File: config.mk
export PLATFORM = sky130hd
export DESIGN_NAME = hbsh_top
export DESIGN_NICKNAME = d
export VERILOG_FILES = /design/src/hbsh_pkg.sv /design/src/hbsh_framer.sv /design/src/hbsh_sampler.sv /design/src/hbsh_top.sv
export VERILOG_INCLUDE_DIRS = /design/src
export SDC_FILE = /design/constraint.sdc
export NUM_CORES = 1
export LEC_CHECK = 0
export CAP_MARGIN = 30
export CELL_PAD_IN_SITES_DETAIL_PLACEMENT = 2
export CELL_PAD_IN_SITES_GLOBAL_PLACEMENT = 2
export CORE_MARGIN = 8
export CORE_UTILIZATION = 48
export DETAILED_ROUTE_END_ITERATION = 8
export DONT_BUFFER_PORTS = 1
export PLACE_DENSITY_LB_ADDON = 0.1
export SYNTH_ARGS = -nofsm -noshare
export SYNTH_HDL_FRONTEND = slang
export SYNTH_HIERARCHICAL = 1
export SYNTH_SLANG_ARGS = --single-unit
File: constraint.sdc
create_clock -name clk_i -period 11.8 [get_ports clk_i]
set_input_delay 2.95 -clock clk_i [delete_from_list [all_inputs] [get_ports clk_i]]
set_output_delay 2.95 -clock clk_i [all_outputs]
set_load 0.005 [all_outputs]
File: src/hbsh_defs.svh
// register map, field positions, reset values and timing counts
`ifndef HBSH_DEFS_SVH
`define HBSH_DEFS_SVH
`define HBSH_A_TXS0 8'h00
`define HBSH_A_TXS1 8'h04
`define HBSH_A_RXS0 8'h08
`define HBSH_A_RXS1 8'h0C
`define HBSH_A_CTRL 8'h10
`define HBSH_A_SERR 8'h14
`define HBSH_A_IST 8'h18
`define HBSH_A_ICLR 8'h1C
`define HBSH_A_IEN 8'h20
`define HBSH_A_TXD 4'h4
`define HBSH_A_RXD 4'h5
`define HBSH_CNT_MAX 4'h8
`define HBSH_B_TX_SOF 4
`define HBSH_B_TX_EOF 5
`define HBSH_B_TX_ABT 6
`define HBSH_B_RX_SOF 6
`define HBSH_B_RX_EOF 7
`define HBSH_ERR_NONE 2'h0
`define HBSH_ERR_CRC 2'h1
`define HBSH_ERR_ALIGN 2'h2
`define HBSH_ERR_ABORT 2'h3
`define HBSH_C_HDLC 0
`define HBSH_C_FSK 1
`define HBSH_E_TX 0
`define HBSH_E_RX 1
`define HBSH_E_OVR 2
`define HBSH_I_TX 0
`define HBSH_I_RX 1
`define HBSH_RST_STAT 8'h00
`define HBSH_RST_CTRL 4'h0
`define HBSH_CLK_HZ 25000000
`define HBSH_BAUD_FAST 1200
`define HBSH_BAUD_MID 300
`define HBSH_BAUD_SLOW 75
`define HBSH_CYC_FAST (`HBSH_CLK_HZ / `HBSH_BAUD_FAST)
`define HBSH_CYC_MID (`HBSH_CLK_HZ / `HBSH_BAUD_MID)
`define HBSH_CYC_SLOW (`HBSH_CLK_HZ / `HBSH_BAUD_SLOW)
`endif

File: src/hbsh_pkg.sv
// shared types of the buffer status handshake block
package hbsh_pkg;
   typedef struct packed {
      logic [7:0] data;
      logic sof;
      logic eof;
      logic abort;
   } hbsh_txb_s;
   typedef struct packed {
      logic [7:0] data;
      logic first;
      logic last;
      logic [1:0] err;
   } hbsh_rxb_s;
   typedef enum logic [1:0] {BAUD_FAST, BAUD_MID, BAUD_SLOW} hbsh_baud_e;
   typedef enum logic [1:0] {TX_IDLE, TX_SEND, TX_ABORT} hbsh_txst_e;
   typedef enum logic [1:0] {SM_IDLE, SM_DATA, SM_STOP} hbsh_smst_e;
endpackage

File: src/hbsh_framer.sv
// transmit framer: drains one buffer into the byte stream
`timescale 1ns/1ps
`include "hbsh_defs.svh"
module hbsh_framer (
   // clock and reset
   input wire logic clk_i,
   input wire logic rst_i,
   // buffer side
   input wire logic start_i,
   input wire logic hdlc_i,
   input wire logic [7:0] stat_i,
   input wire logic [7:0] byte_i,
   output logic [2:0] idx_o,
   output logic busy_o,
   output logic done_o,
   // stream side
   output hbsh_pkg::hbsh_txb_s out_o,
   output logic vld_o,
   input wire logic rdy_i
);
   hbsh_pkg::hbsh_txst_e st_ff;
   logic [3:0] idx_ff;
   logic [3:0] cnt;
   assign cnt = stat_i[3:0];
   assign idx_o = idx_ff[2:0];
   assign busy_o = (st_ff != hbsh_pkg::TX_IDLE);

   always_ff @(posedge clk_i) begin
      if (rst_i) begin
         st_ff <= hbsh_pkg::TX_IDLE;
         idx_ff <= 4'h0;
         vld_o <= 1'b0;
         done_o <= 1'b0;
         out_o <= '0;
      end else begin
         done_o <= 1'b0;
         case (st_ff)
            hbsh_pkg::TX_IDLE: if (start_i) begin
               idx_ff <= 4'h0;
               if (hdlc_i && stat_i[`HBSH_B_TX_ABT]) begin
                  out_o <= '{data: 8'h00, sof: 1'b0, eof: 1'b0, abort: 1'b1};
                  vld_o <= 1'b1;
                  st_ff <= hbsh_pkg::TX_ABORT;
               end else begin
                  st_ff <= hbsh_pkg::TX_SEND;
               end
            end
            hbsh_pkg::TX_SEND: if (!vld_o || rdy_i) begin
               if (idx_ff < cnt) begin
                  out_o.data <= byte_i;
                  out_o.sof <= hdlc_i && stat_i[`HBSH_B_TX_SOF] && idx_ff == 4'h0;
                  out_o.eof <= hdlc_i && stat_i[`HBSH_B_TX_EOF]
                     && idx_ff == cnt - 4'h1;
                  out_o.abort <= 1'b0;
                  vld_o <= 1'b1;
                  idx_ff <= idx_ff + 4'h1;
               end else begin
                  vld_o <= 1'b0;
                  done_o <= 1'b1;
                  st_ff <= hbsh_pkg::TX_IDLE;
               end
            end
            hbsh_pkg::TX_ABORT: if (rdy_i) begin
               vld_o <= 1'b0;
               done_o <= 1'b1;
               st_ff <= hbsh_pkg::TX_IDLE;
            end
            default: st_ff <= hbsh_pkg::TX_IDLE;
         endcase
      end
   end
endmodule

File: src/hbsh_sampler.sv
// serial receive sampler: recovers bytes at the selected baud rate
`timescale 1ns/1ps
`include "hbsh_defs.svh"
module hbsh_sampler #(
   parameter int CYC_FAST = `HBSH_CYC_FAST,
   parameter int CYC_MID = `HBSH_CYC_MID,
   parameter int CYC_SLOW = `HBSH_CYC_SLOW
) (
   // clock and reset
   input wire logic clk_i,
   input wire logic rst_i,
   // control
   input wire logic en_i,
   input wire hbsh_pkg::hbsh_baud_e baud_i,
   // line and bytes
   input wire logic bit_i,
   output logic [7:0] byte_o,
   output logic vld_o
);
   hbsh_pkg::hbsh_smst_e st_ff;
   logic sync1_ff;
   logic sync2_ff;
   logic [19:0] cnt_ff;
   logic [19:0] per;
   logic [2:0] nbit_ff;
   logic [7:0] sh_ff;

   always_ff @(posedge clk_i) begin
      if (rst_i) begin
         sync1_ff <= 1'b1;
         sync2_ff <= 1'b1;
      end else begin
         sync1_ff <= bit_i;
         sync2_ff <= sync1_ff;
      end
   end

   always_comb begin
      case (baud_i)
         hbsh_pkg::BAUD_FAST: per = 20'(CYC_FAST);
         hbsh_pkg::BAUD_MID: per = 20'(CYC_MID);
         default: per = 20'(CYC_SLOW);
      endcase
   end

   always_ff @(posedge clk_i) begin
      if (rst_i || !en_i) begin
         st_ff <= hbsh_pkg::SM_IDLE;
         cnt_ff <= 20'h0;
         nbit_ff <= 3'h0;
         sh_ff <= 8'h00;
         byte_o <= 8'h00;
         vld_o <= 1'b0;
      end else begin
         vld_o <= 1'b0;
         case (st_ff)
            hbsh_pkg::SM_IDLE: if (!sync2_ff) begin
               // skip the start bit and land mid first data bit
               cnt_ff <= per + {1'b0, per[19:1]};
               nbit_ff <= 3'h0;
               st_ff <= hbsh_pkg::SM_DATA;
            end
            hbsh_pkg::SM_DATA: if (cnt_ff == 20'h0) begin
               sh_ff <= {sync2_ff, sh_ff[7:1]};
               cnt_ff <= per - 20'h1;
               nbit_ff <= nbit_ff + 3'h1;
               if (nbit_ff == 3'h7) begin
                  st_ff <= hbsh_pkg::SM_STOP;
               end
            end else begin
               cnt_ff <= cnt_ff - 20'h1;
            end
            hbsh_pkg::SM_STOP: if (cnt_ff == 20'h0) begin
               byte_o <= sh_ff;
               vld_o <= 1'b1;
               st_ff <= hbsh_pkg::SM_IDLE;
            end else begin
               cnt_ff <= cnt_ff - 20'h1;
            end
            default: st_ff <= hbsh_pkg::SM_IDLE;
         endcase
      end
   end
endmodule

File: src/hbsh_top.sv
// buffer status handshake block: bus registers, buffers and exchange
//
// The placing of the registers and the AHB-Lite slave port were decided locally.
`timescale 1ns/1ps
`include "hbsh_defs.svh"
module hbsh_top #(
   parameter int CYC_FAST = `HBSH_CYC_FAST,
   parameter int CYC_MID = `HBSH_CYC_MID,
   parameter int CYC_SLOW = `HBSH_CYC_SLOW
) (
   // clock and reset
   input wire logic clk_i,
   input wire logic rst_i,
   // ahb-lite slave
   input wire logic hsel_i,
   input wire logic [31:0] haddr_i,
   input wire logic [1:0] htrans_i,
   input wire logic hwrite_i,
   input wire logic [2:0] hsize_i,
   input wire logic [31:0] hwdata_i,
   input wire logic hready_i,
   output logic [31:0] hrdata_o,
   output logic hreadyout_o,
   output logic hresp_o,
   // transmit byte stream
   output hbsh_pkg::hbsh_txb_s tx_o,
   output logic tx_vld_o,
   input wire logic tx_rdy_i,
   // receive byte stream and serial line
   input wire hbsh_pkg::hbsh_rxb_s rx_i,
   input wire logic rx_vld_i,
   input wire logic rx_bit_i,
   // interrupt
   output logic irq_o
);
   logic ph_ff;
   logic ph_wr_ff;
   logic ph_hit_ff;
   logic [7:0] ph_addr_ff;
   logic wr;
   logic [31:0] rd_val;
   logic [7:0] txs_ff [2];
   logic [7:0] rxs_ff [2];
   logic [7:0] txd_ff [16];
   logic [7:0] rxd_ff [16];
   logic [3:0] ctrl_ff;
   logic tx_act_ff;
   logic [2:0] serr_ff;
   logic [1:0] ist_ff;
   logic [1:0] ien_ff;
   logic [1:0] tx_bad;
   logic [1:0] rx_bad;
   logic tx_sel_ff;
   logic tx_start;
   logic tx_busy;
   logic tx_done;
   logic [2:0] tx_idx;
   logic rx_sel_ff;
   logic rx_fill_ff;
   logic rx_sof_ff;
   logic [3:0] rx_cnt_ff;
   logic [3:0] rx_n;
   logic rx_start;
   logic rx_ovr;
   logic rx_take;
   logic rx_cmp;
   logic [7:0] rx_stat_new;
   logic [7:0] sm_byte;
   logic sm_vld;
   hbsh_pkg::hbsh_rxb_s b;
   logic b_vld;

   // one wait state: the data phase acts at the edge after the address
   always_ff @(posedge clk_i) begin
      if (rst_i) begin
         ph_ff <= 1'b0;
         ph_wr_ff <= 1'b0;
         ph_hit_ff <= 1'b0;
         ph_addr_ff <= 8'h00;
         hreadyout_o <= 1'b1;
      end else if (hready_i && hsel_i && htrans_i[1]) begin
         ph_ff <= 1'b1;
         ph_wr_ff <= hwrite_i;
         ph_hit_ff <= (haddr_i[31:8] == 24'h0);
         ph_addr_ff <= haddr_i[7:0];
         hreadyout_o <= 1'b0;
      end else begin
         ph_ff <= 1'b0;
         hreadyout_o <= 1'b1;
      end
   end

   assign wr = ph_ff && ph_wr_ff && ph_hit_ff;

   always_comb begin
      rd_val = 32'h0;
      if (ph_hit_ff) begin
         case (ph_addr_ff)
            `HBSH_A_TXS0: rd_val = {24'h0, txs_ff[0]};
            `HBSH_A_TXS1: rd_val = {24'h0, txs_ff[1]};
            `HBSH_A_RXS0: rd_val = {24'h0, rxs_ff[0]};
            `HBSH_A_RXS1: rd_val = {24'h0, rxs_ff[1]};
            `HBSH_A_CTRL: rd_val = {27'h0, tx_act_ff, ctrl_ff};
            `HBSH_A_SERR: rd_val = {29'h0, serr_ff};
            `HBSH_A_IST: rd_val = {30'h0, ist_ff};
            `HBSH_A_IEN: rd_val = {30'h0, ien_ff};
            default: begin
               if (ph_addr_ff[7:4] == `HBSH_A_TXD) begin
                  rd_val = {txd_ff[{ph_addr_ff[3:2], 2'h3}],
                     txd_ff[{ph_addr_ff[3:2], 2'h2}],
                     txd_ff[{ph_addr_ff[3:2], 2'h1}],
                     txd_ff[{ph_addr_ff[3:2], 2'h0}]};
               end else if (ph_addr_ff[7:4] == `HBSH_A_RXD) begin
                  rd_val = {rxd_ff[{ph_addr_ff[3:2], 2'h3}],
                     rxd_ff[{ph_addr_ff[3:2], 2'h2}],
                     rxd_ff[{ph_addr_ff[3:2], 2'h1}],
                     rxd_ff[{ph_addr_ff[3:2], 2'h0}]};
               end
            end
         endcase
      end
   end

   always_ff @(posedge clk_i) begin
      if (rst_i) begin
         hrdata_o <= 32'h0;
         hresp_o <= 1'b0;
      end else begin
         hresp_o <= 1'b0;
         if (ph_ff && !ph_wr_ff) begin
            hrdata_o <= rd_val;
         end
      end
   end

   // accepted shapes of a transmit status word
   function automatic logic tx_ok(input logic [7:0] v, input logic h);
      logic [3:0] n;
      logic cnt_ok;
      n = v[3:0];
      cnt_ok = (n != 4'h0) && (n <= `HBSH_CNT_MAX);
      if (v[7]) begin
         tx_ok = 1'b0;
      end else if (!h) begin
         tx_ok = cnt_ok && (v[6:4] == 3'h0);
      end else if (v[`HBSH_B_TX_ABT]) begin
         tx_ok = (v[5:0] == 6'h00);
      end else begin
         tx_ok = cnt_ok;
      end
   endfunction

   for (genvar i = 0; i < 2; i++) begin : g_buf
      logic tx_wr;
      logic rx_wr;
      assign tx_wr = wr && (ph_addr_ff == (i == 0 ? `HBSH_A_TXS0 : `HBSH_A_TXS1));
      assign rx_wr = wr && (ph_addr_ff == (i == 0 ? `HBSH_A_RXS0 : `HBSH_A_RXS1));
      assign tx_bad[i] = tx_wr && (txs_ff[i] != 8'h00
         || !tx_ok(hwdata_i[7:0], ctrl_ff[`HBSH_C_HDLC]));
      assign rx_bad[i] = rx_wr && (hwdata_i[7:0] != 8'h00
         || rxs_ff[i] == 8'h00);

      always_ff @(posedge clk_i) begin
         if (rst_i) begin
            txs_ff[i] <= `HBSH_RST_STAT;
         end else if (tx_done && tx_sel_ff == 1'(i)) begin
            txs_ff[i] <= 8'h00;
         end else if (tx_wr && !tx_bad[i]) begin
            txs_ff[i] <= hwdata_i[7:0];
         end
      end

      // the device fill wins over a host clear in the same cycle
      always_ff @(posedge clk_i) begin
         if (rst_i) begin
            rxs_ff[i] <= `HBSH_RST_STAT;
         end else if (rx_cmp && rx_sel_ff == 1'(i)) begin
            rxs_ff[i] <= rx_stat_new;
         end else if (rx_wr && hwdata_i[7:0] == 8'h00) begin
            rxs_ff[i] <= 8'h00;
         end
      end

   end

   always_ff @(posedge clk_i) begin
      if (rst_i) begin
         for (int k = 0; k < 16; k++) begin
            txd_ff[k] <= 8'h00;
         end
      end else if (wr && ph_addr_ff[7:4] == `HBSH_A_TXD) begin
         for (int k = 0; k < 4; k++) begin
            txd_ff[{ph_addr_ff[3:2], 2'(k)}] <= hwdata_i[8*k +: 8];
         end
      end
   end

   always_ff @(posedge clk_i) begin
      if (rst_i) begin
         ctrl_ff <= `HBSH_RST_CTRL;
         tx_act_ff <= 1'b0;
      end else if (wr && ph_addr_ff == `HBSH_A_CTRL) begin
         ctrl_ff <= hwdata_i[3:0];
         tx_act_ff <= tx_act_ff | hwdata_i[4];
      end
   end

   // error and interrupt flags: a new event wins over a clear
   always_ff @(posedge clk_i) begin
      if (rst_i) begin
         serr_ff <= 3'h0;
      end else begin
         serr_ff <= (serr_ff & ~((wr && ph_addr_ff == `HBSH_A_SERR)
            ? hwdata_i[2:0] : 3'h0)) | {rx_ovr, |rx_bad, |tx_bad};
      end
   end

   always_ff @(posedge clk_i) begin
      if (rst_i) begin
         ist_ff <= 2'h0;
         ien_ff <= 2'h0;
         irq_o <= 1'b0;
      end else begin
         ist_ff <= (ist_ff & ~((wr && ph_addr_ff == `HBSH_A_ICLR)
            ? hwdata_i[1:0] : 2'h0)) | {rx_cmp, tx_done};
         if (wr && ph_addr_ff == `HBSH_A_IEN) begin
            ien_ff <= hwdata_i[1:0];
         end
         irq_o <= |(ist_ff & ien_ff);
      end
   end

   // transmit: buffers are taken in turn, buffer 0 first
   // the done cycle is skipped: the old buffer is only cleared at its end
   assign tx_start = tx_act_ff && !tx_busy && !tx_done
      && txs_ff[tx_sel_ff] != 8'h00;

   hbsh_framer u_framer (
      .clk_i(clk_i),
      .rst_i(rst_i),
      .start_i(tx_start),
      .hdlc_i(ctrl_ff[`HBSH_C_HDLC]),
      .stat_i(txs_ff[tx_sel_ff]),
      .byte_i(txd_ff[{tx_sel_ff, tx_idx}]),
      .idx_o(tx_idx),
      .busy_o(tx_busy),
      .done_o(tx_done),
      .out_o(tx_o),
      .vld_o(tx_vld_o),
      .rdy_i(tx_rdy_i)
   );

   always_ff @(posedge clk_i) begin
      if (rst_i) begin
         tx_sel_ff <= 1'b0;
      end else if (tx_done) begin
         tx_sel_ff <= ~tx_sel_ff;
      end
   end

   // receive: byte source is the serial sampler or the parallel stream
   hbsh_sampler #(
      .CYC_FAST(CYC_FAST),
      .CYC_MID(CYC_MID),
      .CYC_SLOW(CYC_SLOW)
   ) u_sampler (
      .clk_i(clk_i),
      .rst_i(rst_i),
      .en_i(ctrl_ff[`HBSH_C_FSK]),
      .baud_i(hbsh_pkg::hbsh_baud_e'(ctrl_ff[3:2])),
      .bit_i(rx_bit_i),
      .byte_o(sm_byte),
      .vld_o(sm_vld)
   );

   always_comb begin
      b = '0;
      b_vld = 1'b0;
      if (ctrl_ff[`HBSH_C_FSK]) begin
         b.data = sm_byte;
         b_vld = sm_vld;
      end else begin
         b.data = rx_i.data;
         b_vld = rx_vld_i;
         if (ctrl_ff[`HBSH_C_HDLC]) begin
            b.first = rx_i.first;
            b.last = rx_i.last;
            b.err = rx_i.err;
         end
      end
   end

   assign rx_start = b_vld && !rx_fill_ff;
   assign rx_ovr = rx_start && rxs_ff[rx_sel_ff] != 8'h00;
   assign rx_take = b_vld && !rx_ovr;
   assign rx_n = rx_cnt_ff + 4'h1;
   assign rx_cmp = rx_take && (rx_n == `HBSH_CNT_MAX || b.last);
   assign rx_stat_new = {b.last, rx_start ? b.first : rx_sof_ff,
      b.err, rx_n};

   always_ff @(posedge clk_i) begin
      if (rst_i) begin
         rx_fill_ff <= 1'b0;
         rx_cnt_ff <= 4'h0;
         rx_sel_ff <= 1'b0;
         rx_sof_ff <= 1'b0;
      end else if (rx_cmp) begin
         rx_fill_ff <= 1'b0;
         rx_cnt_ff <= 4'h0;
         rx_sel_ff <= ~rx_sel_ff;
         rx_sof_ff <= 1'b0;
      end else if (rx_take) begin
         rx_fill_ff <= 1'b1;
         rx_cnt_ff <= rx_n;
         if (rx_start) begin
            rx_sof_ff <= b.first;
         end
      end
   end

   always_ff @(posedge clk_i) begin
      if (rst_i) begin
         for (int k = 0; k < 16; k++) begin
            rxd_ff[k] <= 8'h00;
         end
      end else if (rx_take) begin
         rxd_ff[{rx_sel_ff, rx_cnt_ff[2:0]}] <= b.data;
      end
   end
endmodule

# Word level (Yosys, flattened, before mapping)
# Memories as Yosys holds them, arrays and structs flattened. A register that Yosys moved wholly into a read port is not among the register bits.
# Index checks and enable logic that the tools add are counted.
# classes
muxes	134
order_cmp	2
reduce_logical	99
bitwise_logic	19
n_eq_ne	29
addsub	7
# ops
cell	count
32-bit one-hot mux with 8 select lines	1
8-bit two-way mux	14
4-bit two-way mux	26
32-bit two-way mux	3
1-bit two-way mux	61
20-bit two-way mux	3
20-bit one-hot mux with 3 select lines	1
11-bit two-way mux	4
1-bit logical AND	40
8-bit nonzero test	5
8-bit OR reduction	5
19-bit one-hot mux with 2 select lines	1
8-bit by 5-bit equality test with 1-bit output (second input constant)	4
8-bit zero test	4
24-bit zero test	1
11-bit one-hot mux with 2 select lines	1
19-bit by 18-bit adder with 20-bit output	1
20-bit zero test	1
2-bit two-way mux	10
19-bit by 1-bit subtractor with 20-bit output (second input constant)	1
20-bit by 1-bit subtractor with 20-bit output (second input constant)	1
8-bit by 4-bit equality test with 1-bit output (second input constant)	2
2-bit by 1-bit inequality test with 1-bit output (second input constant)	6
2-bit one-hot mux with 3 select lines	2
41 further kinds	92
# word_totals
inputBits	89
mem_count	4
wordCells	327
ff_bits	128
mem_bits_rw	288
# memory_table
memory	words	word_bits	read_ports	rd_ports_with_merged_regs	wr	line	source
rxd_ff	16	8	4	4	16	hbsh_top.sv:45	logic [7:0] rxd_ff [16];
txd_ff	16	8	5	4	16	hbsh_top.sv:44	logic [7:0] txd_ff [16];
rxs_ff	2	8	3	1	2	hbsh_top.sv:43	logic [7:0] rxs_ff [2];
txs_ff	2	8	3	1	2	hbsh_top.sv:42	logic [7:0] txs_ff [2];

# Depth between registers and ports, before layout
# logic_depth
word_depth	15
mapped_depth	12
depth_no_buf	11

# Cells and area by module
# The synthesis kept the hierarchy.
# by_module_without_submodules
module	cells_per_inst	area_each_um2	instances	seq_area_each_um2
hbsh_top	1249	16926.2	1	10029.6
hbsh_sampler	316	2578.7	1	880.8
hbsh_framer	140	1184.9	1	380.4

# Least setup slack after synthesis
# Ideal clock, no wire load.
# synth_timing
path_kind	input port to flip-flop
startpoint	input rst_i
endpoint	memory txd_ff[12][0] (enable)
path_buffers	0
stages	3
setup_slack_ns	5.781
t_required_ns	11.334
arrival_ns	5.553
cell_sequence	nor2_1 > nand2_1 > o21ai_0
# synth_rtl
element	line	source
start: declaration	hbsh_top.sv:13	input wire logic rst_i,
end: declaration	hbsh_top.sv:44	

==> results.md <==
* Die area at approximately 50000 um^2
* CTS Hold Buffers Added at 0
* Hold Violations, Final at 0
* Sequential element share of the synthesized area at 54.57%
* Antenna violations before repair at 1
* First-pass DRT Iterations at 5
* Nets@finish at 1784
* Final min period at roughly 4.7 ns
* Post-route setup TNS at 0 ns
* Worst Max-Slew Pin Slew at ~1.0 ns
* Worst path arrival time at 4.92 ns
* Htree depth at 2
* Post-Syn Area at 20690 um^2
* HPWL after DPL at 47430 um
* PwrDens at approximately 150 nW/um^2
* Worst-path cell chain: nor2_1, nand2_1, nor3_2, buf_4, or2_2
* Most common cell after layout, fill and taps aside: edfxtp_1
* CP endpoint kind: flip-flop
* Maximum clock insertion buffer count at 3
* Vias at between 10000 and 15000
* Synth warn at 6
* CTS Buf Count at 47
* Ant diodes at 0
* Largest net degree at the start of global routing at 94
* Port bufs at 0
* Worst hold path type: flip-flop to flip-flop
* Global-route wire length before repair at ~110000 um
* Worst Skew at roughly 0.03 ns
* Area leader, netlist: edfxtp_1
* Clock root cell: clkbuf_16
* Post-CTS Setup Bufs at 0
* Synth top area cells: edfxtp_1 42%, dfxtp_1 13%, mux4_2 12%, and2_1 4.5%, nor2_1 3.9%
* Rows at 76
* Number of enable flip-flop cells after synthesis at between 200 and 300
* Cells after Synth at 1705
* P&R area growth vs syn at 9.851%
* Die Y at around 220 um
* Seq cells post-synth at 420
* Max-slew violations at 0
* Critical Path Fanout Max at 93
* # setup viols final at 0
* ANT nets after route at 0
* Status: finished clean
* Async set-reset flop share out of synthesis at 0%
* Initial DRC Count at around 1100
* Synth top area share at about two fifths
* Slowest CP cell: or2_2
* Worst slew margin at between 30% and 40%
* Clock sink total at 420
* Post-Route WL at 70300 um
* Post_cts resized at 0
* RSZ-0062 raised after global routing: no
* CP Launch Type: primary input
* MaxCap Viol Count at 0
* Total gr overflow at 0
* Required @ worst endpoint at between 10 and 15 ns
* Commonest non-fill, non-tap cells in the layout: 288 x edfxtp_1, 213 x nor2_1, 148 x and2_1
* GRT Total Usage at between 20 and 30%
* Starting Density at around half
* Mean area per synthesized cell at roughly 12 um^2
* Clock latency on the worst-skew pair at around 0.60 ns
* Vias in the first global route at between 15000 and 20000
* Most used DFF post-synth: edfxtp_1
* Die width at approximately 220 um
* DR DRC count at 0
* Fmax achieved at ~0.21 GHz
* Placeable Area at 42790 um^2
* Peak VDD IR at just over 0.0001 V
* Routability Congestion at a little under 0.9
* Leakage at ~7.7 nW
* CTS tree: yes
* WL per Instance at roughly 31 um
* Clock Pin Slew Worst Setup and Hold Paths at roughly 0.06 ns
* Via-per-instance ratio at 6.479
* Synth unique cells at 87
* I/O Pins at 136
* CP max stage delay at roughly 0.83 ns
* Share of post-route cells with drive strength above 1 at between 10% and 20%
* Fin crit share at about two fifths
* Crit path kind: primary input to flip-flop
* Hold Worst Slack at around 0.41 ns
[layer usage]
| layer | wire length [um] | track usage, % | up-vias |
|---|---|---|---|
| met1 | 28390 | 34.21 | 7704 |
| met2 | 35700 | 48.35 | 397 |
| li1 | - | - | 6322 |
| met3 | 3443 | 4.708 | 140 |
| met4 | 2758 | 10.90 | 2 |
| met5 | 10 | 0 | - |
[path summary, 6_finish.rpt]
check / start / end / slack, ns / cells after the start
max reg2reg: ph_addr_ff[5] / txd_ff[3][0] / 8.37 / 6
min reg2reg: u_sampler/sync1_ff / u_sampler/sync2_ff / 0.41 / 1
min: u_sampler/sync1_ff / u_sampler/sync2_ff / 0.41 / 1
max: rst_i / txd_ff[3][0] / 7.07 / 5
[where the power goes]
| part | internal (mW) | switching [mW] |
|---|---|---|
| Clock | 0.898 | 0.631 |
| Combinational | 0.0618 | 0.116 |
| Sequential | 1.61 | 0.0300 |
[cell usage after synthesis (4+ instances only)]
library cell,count
mux2_2,25
nand4_1,20
a31o_2,9
a22oi_1,31
buf_4,8
and3b_1,4
nand3_1,45
nor2_1,214
nand2b_1,6
dfxtp_1,132
o221ai_1,4
a211oi_1,4
o31ai_1,12
xnor2_1,12
xor2_1,7
buf_2,27
edfxtp_1,288
or2_2,7
nor3_2,7
nor3_1,15
a31oi_1,7
o22ai_1,7
a22o_1,39
a21oi_1,67
ha_1,30
inv_1,28
nor4_1,28
buf_1,4
mux4_2,108
o21ai_0,33
and2_1,148
mux2i_1,14
clkbuf_1,76
nand2_1,111
or4_1,4
o211ai_1,6
or3_1,9
a32o_1,9
o21ai_1,17
nor2b_1,16
[sequential cells by signal, indices dropped and copies added (netlist names), 3 cells and up, named ones only]
signal and flops:
rxd_ff 128, txd_ff 128, hrdata_o 32, u_sampler/cnt_ff 20, rxs_ff 16, txs_ff 16, u_framer/out_o 11, ph_addr_ff 8
u_sampler/byte_o 8, u_sampler/sh_ff 8, ctrl_ff 4, rx_cnt_ff 4, u_framer/idx_ff 4, serr_ff 3, u_sampler/nbit_ff 3
[final cells by class]
cell class	instances	area (um^2)
Clock inverter	19	224.0
Multi-Input combinational cell	1140	8811
Clock buffer	67	1366
Sequential cell	420	11300
Fill cell	4043	20060
Inverter	30	112.6
Timing Repair Buffer	26	234.0
Tap cell	546	683.2
[logic make-up (layout without fill, tap and decap cells)]
group / count (synthesis) / after routing / synth area share [%]
simple gates: 662 / 662 / 16.53
flops: 420 / 420 / 54.57
compound gates: 278 / 278 / 9.398
mux: 148 / 148 / 13.85
buf+inv: 147 / 142 / 3.018
fa+ha+maj: 30 / 30 / 1.814
xor+xnor: 19 / 19 / 0.8043
other cells: 1 / 3 / 0.01812
[stage by stage]
step / util (%) / instance area [um^2] / setup WS [ns] / cells / power (mW)
global placement: 49.22 / 21060 / 6.649 / 2157 / 1.830
finish: 53.11 / 22730 / 7.074 / 2248 / 3.347
global route: 53.11 / 22730 / 7.041 / 2248 / 3.430
detailed placement: 49.30 / 21100 / 6.554 / 2160 / 1.844
floorplan: - / 20700 / 5.781 / 1707 / 1.777
CTS: 53.01 / 22690 / 7.120 / 2246 / 3.369
[critical path, delay by kind of cell]
kind	cells	cell delay, ns
buffers and inverters	1	0.39
and+or+nand+nor	4	1.49
No activity file was read; power rests on OpenSTA's default activity.
